`src/core/irbm_pkg.sv`:
```
/*
  irbm_pkg: constants shared by the batch-read interrupt monitor block.
  Holds bus widths, register byte offsets, field positions, reset values
  and the layout of the request fields. Assumes a 32-bit plain register
  port with byte addressing and word-aligned registers.
*/
package irbm_pkg;

  // register port widths
  localparam int ADDR_W = 8;
  localparam int DATA_W = 32;

  // request field widths
  localparam int EXT_W = 24;       // external channels 8..31
  localparam int EXT_FIRST_CH = 8; // channel shown at bit 0
  localparam int QUAD_W = 6;       // requests per quadrature counter
  localparam int QUAD_N = 3;       // quadrature counter channels
  localparam int TIM_W = 2;        // dual timer requests
  localparam int CTR_W = 20;       // used bits of the counter/timer word

  // register byte offsets
  localparam logic [ADDR_W-1:0] OFS_EXT_MON = 8'h00;  // external_irq_high_monitor
  localparam logic [ADDR_W-1:0] OFS_CTR_MON = 8'h04;  // counter_timer_irq_monitor
  localparam logic [ADDR_W-1:0] OFS_EXT_STAT = 8'h08; // sticky external events, w1c
  localparam logic [ADDR_W-1:0] OFS_EXT_MASK = 8'h0C; // external event enables
  localparam logic [ADDR_W-1:0] OFS_CTR_STAT = 8'h10; // sticky counter/timer events, w1c
  localparam logic [ADDR_W-1:0] OFS_CTR_MASK = 8'h14; // counter/timer event enables

  // field positions in the external monitor word
  localparam int EXT_LSB = 0;
  localparam int EXT_MSB = 23;

  // field positions in the counter/timer monitor word
  localparam int TIM_LSB = 0;
  localparam int QUAD0_LSB = 2;
  localparam int QUAD1_LSB = 8;
  localparam int QUAD2_LSB = 14;
  localparam int CTR_MSB = 19;

  // bit order inside one quadrature counter group
  localparam int QB_POS_MATCH = 0;  // position match
  localparam int QB_PR_MATCH = 1;   // position-revolution match
  localparam int QB_OUZ = 2;        // overflow/underflow/zero index
  localparam int QB_DIR_REV = 3;    // count direction reversal
  localparam int QB_OUT_RANGE = 4;  // revolution out of range
  localparam int QB_COMB_MATCH = 5; // combined match

  // reset values
  localparam logic [DATA_W-1:0] RDATA_RST = 32'h0000_0000;
  localparam logic [EXT_W-1:0] EXT_MASK_RST = 24'h00_0000;
  localparam logic [CTR_W-1:0] CTR_MASK_RST = 20'h0_0000;
  localparam logic [DATA_W-1:0] UNMAPPED_VAL = 32'h0000_0000;

endpackage

```
`src/core/irbm_edge_bank.sv`:
```
/*
  irbm_edge_bank: one sticky event flag per request line.
  A rising edge on a line sets its flag; a one in clr drops it.
  Assumes request lines synchronous to ref_clk and a one-cycle clr.
*/
module irbm_edge_bank #(
  parameter int W = 8
) (
  // clock, reset, enable
  input wire logic ref_clk,
  input wire logic arst_n,
  input wire logic clk_en,
  // request lines and write-one-to-clear vector
  input wire logic [W-1:0] req,
  input wire logic [W-1:0] clr,
  // sticky flags
  output logic [W-1:0] sticky
);

  logic [W-1:0] prev;         // last sampled level of each line
  logic [W-1:0] next_sticky;  // next flag values

  // per bit: the set term wins over a clear in the same cycle
  for (genvar i = 0; i < W; i++) begin : g_bit
    always_comb begin
      next_sticky[i] = (req[i] & ~prev[i]) | (sticky[i] & ~clr[i]);
    end
  end

  // registers only; enable low freezes both edge history and flags
  always_ff @(posedge ref_clk or negedge arst_n) begin
    if (!arst_n) begin
      prev <= '0;
      sticky <= '0;
    end else if (clk_en) begin
      prev <= req;
      sticky <= next_sticky;
    end
  end

endmodule

```
`src/core/irbm_monitor.sv`:
```
/*
  irbm_monitor: batch-read monitor for interrupt vectors 21 and 22, with
  sticky event flags, enable masks and one level interrupt output.
  Assumes all request lines are synchronous to ref_clk, and a register
  master that issues one-cycle strobes, never a read and write together.
*/
// Decided for this implementation: the placing of the registers and the strobed register port.
// How it works
// one word shows all vector-21 requests
// external word bits 31..24 read zero
// bit n shows external channel n+8
// external bit high while request pending
// one word shows all vector-22 requests
// counter/timer word bits 31..20 read zero
// bits 19..14 are quadrature counter 2
// bits 13..8 are quadrature counter 1
// bits 7..2 are quadrature counter 0
// bit1 timer second, bit0 timer first
// quadrature bit high while source requests
// monitor words read-only, reads never clear
module irbm_monitor (
  // clock, reset, enable
  input wire logic ref_clk,
  input wire logic arst_n,
  input wire logic clk_en,
  // register port
  input wire logic [irbm_pkg::ADDR_W-1:0] reg_addr,
  input wire logic [irbm_pkg::DATA_W-1:0] reg_wdata,
  input wire logic reg_wr,
  input wire logic reg_rd,
  output logic [irbm_pkg::DATA_W-1:0] reg_rdata,
  // external interrupt channels 8..31, bit 0 is channel 8
  input wire logic [irbm_pkg::EXT_W-1:0] external_request_bits,
  // quadrature counter request groups
  input wire logic [irbm_pkg::QUAD_W-1:0] quad_counter0_requests,
  input wire logic [irbm_pkg::QUAD_W-1:0] quad_counter1_requests,
  input wire logic [irbm_pkg::QUAD_W-1:0] quad_counter2_requests,
  // dual timer requests
  input wire logic dual_timer_first_request,
  input wire logic dual_timer_second_request,
  // interrupt output
  output logic irq
);

  // live monitor words
  logic [irbm_pkg::DATA_W-1:0] ext_mon_word;  // vector 21 view
  logic [irbm_pkg::DATA_W-1:0] ctr_mon_word;  // vector 22 view
  logic [irbm_pkg::CTR_W-1:0] ctr_lines;      // used bits of vector 22

  // address decode
  logic sel_ext_mon;
  logic sel_ctr_mon;
  logic sel_ext_stat;
  logic sel_ext_mask;
  logic sel_ctr_stat;
  logic sel_ctr_mask;

  // event flags and masks
  logic [irbm_pkg::EXT_W-1:0] ext_stat;       // sticky external events
  logic [irbm_pkg::CTR_W-1:0] ctr_stat;       // sticky counter/timer events
  logic [irbm_pkg::EXT_W-1:0] ext_clr;        // w1c vector for ext_stat
  logic [irbm_pkg::CTR_W-1:0] ctr_clr;        // w1c vector for ctr_stat
  logic [irbm_pkg::EXT_W-1:0] ext_mask;
  logic [irbm_pkg::CTR_W-1:0] ctr_mask;
  logic [irbm_pkg::EXT_W-1:0] next_ext_mask;
  logic [irbm_pkg::CTR_W-1:0] next_ctr_mask;

  // read data path
  logic [irbm_pkg::DATA_W-1:0] next_rdata;

  // monitor word assembly; pure wiring so a read shows the present level
  always_comb begin
    ext_mon_word = '0;
    ext_mon_word[irbm_pkg::EXT_MSB:irbm_pkg::EXT_LSB] = external_request_bits;
    ctr_lines = {quad_counter2_requests,
                 quad_counter1_requests,
                 quad_counter0_requests,
                 dual_timer_second_request,
                 dual_timer_first_request};
    ctr_mon_word = '0;
    ctr_mon_word[irbm_pkg::CTR_MSB:irbm_pkg::TIM_LSB] = ctr_lines;
  end

  // address decode, shared by reads and writes
  always_comb begin
    sel_ext_mon = (reg_addr == irbm_pkg::OFS_EXT_MON);
    sel_ctr_mon = (reg_addr == irbm_pkg::OFS_CTR_MON);
    sel_ext_stat = (reg_addr == irbm_pkg::OFS_EXT_STAT);
    sel_ext_mask = (reg_addr == irbm_pkg::OFS_EXT_MASK);
    sel_ctr_stat = (reg_addr == irbm_pkg::OFS_CTR_STAT);
    sel_ctr_mask = (reg_addr == irbm_pkg::OFS_CTR_MASK);
  end

  // write side: masks load, status bits clear on ones; monitor words have
  // no storage, so a write to them falls through and changes nothing
  always_comb begin
    next_ext_mask = ext_mask;
    next_ctr_mask = ctr_mask;
    ext_clr = '0;
    ctr_clr = '0;
    if (reg_wr) begin
      if (sel_ext_mask) begin
        next_ext_mask = reg_wdata[irbm_pkg::EXT_W-1:0];
      end
      if (sel_ctr_mask) begin
        next_ctr_mask = reg_wdata[irbm_pkg::CTR_W-1:0];
      end
      if (sel_ext_stat) begin
        ext_clr = reg_wdata[irbm_pkg::EXT_W-1:0];
      end
      if (sel_ctr_stat) begin
        ctr_clr = reg_wdata[irbm_pkg::CTR_W-1:0];
      end
    end
  end

  // mask registers
  always_ff @(posedge ref_clk or negedge arst_n) begin
    if (!arst_n) begin
      ext_mask <= irbm_pkg::EXT_MASK_RST;
      ctr_mask <= irbm_pkg::CTR_MASK_RST;
    end else if (clk_en) begin
      ext_mask <= next_ext_mask;
      ctr_mask <= next_ctr_mask;
    end
  end

  // rising edges of the external lines become sticky events
  irbm_edge_bank #(
    .W(irbm_pkg::EXT_W)
  ) u_ext_events (
    .ref_clk(ref_clk),
    .arst_n(arst_n),
    .clk_en(clk_en),
    .req(external_request_bits),
    .clr(ext_clr),
    .sticky(ext_stat)
  );

  // rising edges of the counter and timer lines become sticky events
  irbm_edge_bank #(
    .W(irbm_pkg::CTR_W)
  ) u_ctr_events (
    .ref_clk(ref_clk),
    .arst_n(arst_n),
    .clk_en(clk_en),
    .req(ctr_lines),
    .clr(ctr_clr),
    .sticky(ctr_stat)
  );

  // level interrupt: any enabled sticky flag; flops only feed it, so no
  // glitch reaches the output beyond ordinary gate settling
  always_comb begin
    irq = (|(ext_stat & ext_mask)) | (|(ctr_stat & ctr_mask));
  end

  // read mux; a read of a monitor word is a plain sample, nothing clears
  always_comb begin
    next_rdata = irbm_pkg::RDATA_RST;
    if (reg_rd) begin
      unique case (1'b1)
        sel_ext_mon: next_rdata = ext_mon_word;
        sel_ctr_mon: next_rdata = ctr_mon_word;
        sel_ext_stat: next_rdata = {{(irbm_pkg::DATA_W-irbm_pkg::EXT_W){1'b0}}, ext_stat};
        sel_ext_mask: next_rdata = {{(irbm_pkg::DATA_W-irbm_pkg::EXT_W){1'b0}}, ext_mask};
        sel_ctr_stat: next_rdata = {{(irbm_pkg::DATA_W-irbm_pkg::CTR_W){1'b0}}, ctr_stat};
        sel_ctr_mask: next_rdata = {{(irbm_pkg::DATA_W-irbm_pkg::CTR_W){1'b0}}, ctr_mask};
        default: next_rdata = irbm_pkg::UNMAPPED_VAL;  // unmapped address
      endcase
    end
  end

  // read data register: valid only in the cycle after the strobe
  always_ff @(posedge ref_clk or negedge arst_n) begin
    if (!arst_n) begin
      reg_rdata <= irbm_pkg::RDATA_RST;
    end else if (clk_en) begin
      reg_rdata <= next_rdata;
    end
  end
endmodule

```
`config.mk`:
```
export PLATFORM = sky130hd
export DESIGN_NAME = irbm_monitor
export DESIGN_NICKNAME = d
export VERILOG_FILES = /design/src/core/irbm_pkg.sv /design/src/core/irbm_edge_bank.sv /design/src/core/irbm_monitor.sv
export SDC_FILE = /design/constraint.sdc
export NUM_CORES = 1
export LEC_CHECK = 0
export BUFFER_PORTS_ARGS = -buffer_cell sky130_fd_sc_hd__buf_2
export CAP_MARGIN = 20
export CORE_ASPECT_RATIO = 0.75
export CORE_MARGIN = 3
export CORE_UTILIZATION = 40
export DETAILED_ROUTE_END_ITERATION = 10
export GPL_ROUTABILITY_DRIVEN = 0
export HOLD_SLACK_MARGIN = 0.02
export PLACE_DENSITY = 0.66
export SETUP_SLACK_MARGIN = 0.3
export SLEW_MARGIN = 20
export SYNTH_ARGS = -nofsm -noshare
export SYNTH_HDL_FRONTEND = slang
export SYNTH_SLANG_ARGS = --single-unit
```
`constraint.sdc`:
```
create_clock -name ref_clk -period 1.13 [get_ports ref_clk]
set_input_delay 0.113 -clock ref_clk [delete_from_list [all_inputs] [get_ports ref_clk]]
set_output_delay 0.113 -clock ref_clk [all_outputs]
set_load 0.005 [all_outputs]
```
==> results by stage <==
Critical path:
- The kind of end point of the critical path is an output port.
- The worst setup path is launched from a flip-flop.
- The worst setup path is of the flip-flop to output port kind.
- The start point of the critical path is u_ext_events.sticky[13].
- STA puts the critical path data arrival time at 1.92 ns.
- For the worst setup path, the data required time is 1.02 ns.
- The largest fanout on the critical path is 2.
- In this run the critical register-to-register path is launched from ext_mask[6].

Final layout:
- The proportion of layout cells with a drive suffix above 1 is 0.512.
- The antenna cell count is 0.
- The footprint of the flip-flops and latches is 3910 um2.
- The net count of the finished layout is 1012.
- The fill cell total of the finished layout is 1175.
- Compared with the post-synthesis result, the final layout area differs by 63.5%.
- Once layout is complete, the utilization of the core stands at 0.681.
- The multi-input combinational cells in the finished layout cover a total of 3870 um2.

Timing:
- The final hold violation count is 0.
- Setup violations remaining at the end of the flow were counted as 113.
- Dividing the final minimum period by the clock period gives 1.79.
- Derived from the worst setup path, the maximum achievable clock frequency is 493 MHz.
- In the post-route analysis, the smallest setup slack over all paths is -0.898 ns.
- On the final layout, the worst clock skew is 0.0125 ns.
- The post-layout minimum cycle time is 2.03 ns.
- The worst hold slack is 0.0393 ns.
- For the pin with the worst max-slew slack, the measured transition is 0.517 ns.
- The count of pins over their slew limit was 0.
- The worst pin sits at a relative slew slack of 0.656.
- Setup repair after global routing could not meet its margin everywhere.
- The setup TNS is -28.16 ns.

Synthesis:
- The share of synthesized area occupied by flip-flops and latches is 0.545.
- Counting distinct cell types in the post-synthesis netlist gives 33.
- The multiplexer area fraction after synthesis is 0.166.
- The library cell with the largest summed area after synthesis is sky130_fd_sc_hd__dfrtp_1.
- The xor/xnor cell area share of the yosys netlist is 0.
- Of the total synthesized cell area, the portion taken by full adders, half adders and majority gates is 0.
- The combined area of all synthesized cells is 7160 um2.
- The proportion of register bits with asynchronous set or reset after synthesis is 1.00.
- A synthesized cell averages 11.5 um2.
- Among all flip-flop cells after synthesis, the most frequent one is sky130_fd_sc_hd__dfrtp_1.
- The leading cell type by number of instances after synthesis is sky130_fd_sc_hd__dfrtp_1.
- The combinational family with the most area after synthesis is multiplexers.
- Counting flops and latches in the post-synthesis netlist gives 156.
- The area share of the leading cell type in the synthesized netlist is 0.545.
- By area the synthesized netlist is led by sky130_fd_sc_hd__dfrtp_1, sky130_fd_sc_hd__mux2_2, sky130_fd_sc_hd__mux4_2.
- The count of flip-flops with a built-in enable after synthesis is 0.
- The area share of and/or/nand/nor cells after synthesis is 0.0872.
- The post-synthesis cell count is 624.
- The Yosys step of the flow raised 0 warnings.
- By count the netlist is led by sky130_fd_sc_hd__dfrtp_1, sky130_fd_sc_hd__nand2_1, sky130_fd_sc_hd__inv_1, sky130_fd_sc_hd__o21ai_0, sky130_fd_sc_hd__o2bb2ai_1.
- The post-synthesis compound-gate area fraction is 0.144.

Route:
- The via-per-instance ratio is 5.68.
- The wire length per cell is 23.3 um.
- The total DRC errors in the routed layout is 0.
- For this block, the routed nets add up to 27.3 mm of wire.
- The iteration count of the initial detailed-routing pass is 6.
- The number of DRC markers in iteration 0 is 584.
- The remaining antenna violation count after routing is 0.
- The routed layout has 6651 vias.

Clocking:
- The clock net in this run drives a total of 156 sinks.
- The maximum buffer depth of the clock tree is 2.
- The number of H-tree levels is 4.
- The number of clock buffers added by TritonCTS is 17.
- TritonCTS built the clock tree.
- In this run the clock root is driven by a sky130_fd_sc_hd__clkbuf_16.
- At the later pin of the worst-skew pair, clock insertion delay measures 0.43 ns.
- The clock-pin slew of the registers on the worst-case setup and hold paths is 0.06 ns.

Outcome:
- The run finished, with violations left.
- The checks that failed: negative setup slack.

Floorplan:
- The top-level I/O count is 122.
- The die covers 19600 um2.
- The floorplan has 41 rows.
- The starting density of the core is 0.417.
- The core region area is 17200 um2.
- The die is 160 um wide.
- The overall die height is 122 um.

GRT:
- Entering global routing, the biggest net connects 63 pins.
- The wire length of the first global-routing pass is 40.1 mm.
- The final global-route overflow total is 0.
- The initial antenna violation count is 0.
- For this run, the total global-route usage over all layers was measured as 0.271.
- The via count of the first global-routing pass came to 6995.

Power:
- Power spread over the standard cell area amounts to 1160 nW/um2.
- The analysis attributes to cell leakage a power of 5.53 nW.
- IR analysis of the VDD net gives a maximum drop of 0.808 mV.
- Total power for the finished layout comes to 13.6 mW.

Run:
- The count of max-cap constraint violations is 0.

Place:
- The count of buffers from port buffering is 105.
- The detailed placement HPWL is 14.1 mm.

Worst hold path:
- The origin of the worst min-delay path is reg_wdata[5].
- The classification of the worst-slack hold path is primary input to flip-flop.
==> registers in the layout, summed over array words and instances, names as in the netlist <==
signal               cells
ctr_mask                20
u_ctr_events.sticky     20
u_ext_events.prev       24
reg_rdata               24
u_ext_events.sticky     24
u_ctr_events.prev       20
ext_mask                24
==> logic make-up (layout without fill, tap and decap cells) <==
kind of cell           count (synthesis)  in the layout
AO/OA/AOI/OAI                        158            158
flip-flops                           156            156
AND/OR/NAND/NOR                      131            135
buffers and inverters                 90            390
multiplexers                          88             88
other                                  1              8
==> metal layers <==
metal	track usage	part of all wire	vias to the layer above
met5	0	0	-
met3	0.0758	0.088	81
met1	0.372	0.42	3384
li1	-	-	2826
met2	0.419	0.46	360
met4	0.0856	0.033	0
==> final timing paths <==
check | to | slack [ns] | cells after the start
worst max-delay path | irq | -0.90 | 5
worst min-delay path | u_ext_events.sticky[5] | 0.04 | 3
worst max register to register | reg_rdata[6] | -0.26 | 4
worst min register to register | u_ext_events.sticky[5] | 0.45 | 1
max in group asynchronous | ctr_mask[3] | 0.42 | 3
min in group asynchronous | u_ext_events.sticky[9] | 0.15 | 2
==> cell usage in the layout, fill, tap and decap left out, drive strengths merged, types with 5 or more instances in the layout <==
cell type      n
buf          252
dfrtp        156
nand2         89
o21ai         64
dlygate4sd3   59
inv           48
mux2          44
o2bb2ai       44
mux2i         24
mux4          20
nor2b         20
a21oi         20
clkbuf        19
a22oi         16
conb           8
or4            7
nor4           6
clkinv         6
nand4          5
==> area by class of cell <==
class,instances,area share
clock inverter,12,0.0148
clock buffer,19,0.0370
inverter,48,0.0154
timing repair buffer,311,0.243
sequential,156,0.334
tap,236,0.0252
multi-input combinational,389,0.331
==> timing repair <==
| item | CTS | global route |
|---|---|---|
| gates cloned | 14 | 2 |
| endpoints found under the hold margin | 260 | 0 |
| setup buffers | 19 | 7 |
| endpoints found under the setup margin | 137 | 137 |
| pin swaps | 51 | 37 |
| resized for setup | 185 | 99 |
| hold buffers | 59 | 0 |
==> stage by stage <==
step | std cells | cell area, um2 | worst slack [ns]
after CTS | 1162 | 11200 | -0.846
final | 1171 | 11700 | -0.898
after detailed placement | 1039 | 8750 | -0.793
after floorplan | 631 | 7270 | -0.718
after global placement | 1039 | 8750 | -0.759
after global routing | 1171 | 11700 | -0.920
==> power by group <==
group | switching [mW] | internal (mW)
logic | 0.876 | 0.758
clock network | 2.38 | 3.68
registers | 0.161 | 5.78
==> worst max-delay path, stage by stage (launching register included) <==
cell and delay (ns):
sky130_fd_sc_hd__dfrtp_1 0.44, sky130_fd_sc_hd__a22oi_2 0.25, sky130_fd_sc_hd__nand4_1 0.16, sky130_fd_sc_hd__nor4_1 0.29, sky130_fd_sc_hd__nand4_1 0.18, sky130_fd_sc_hd__buf_2 0.17
(Power assumes the default switching activity.)
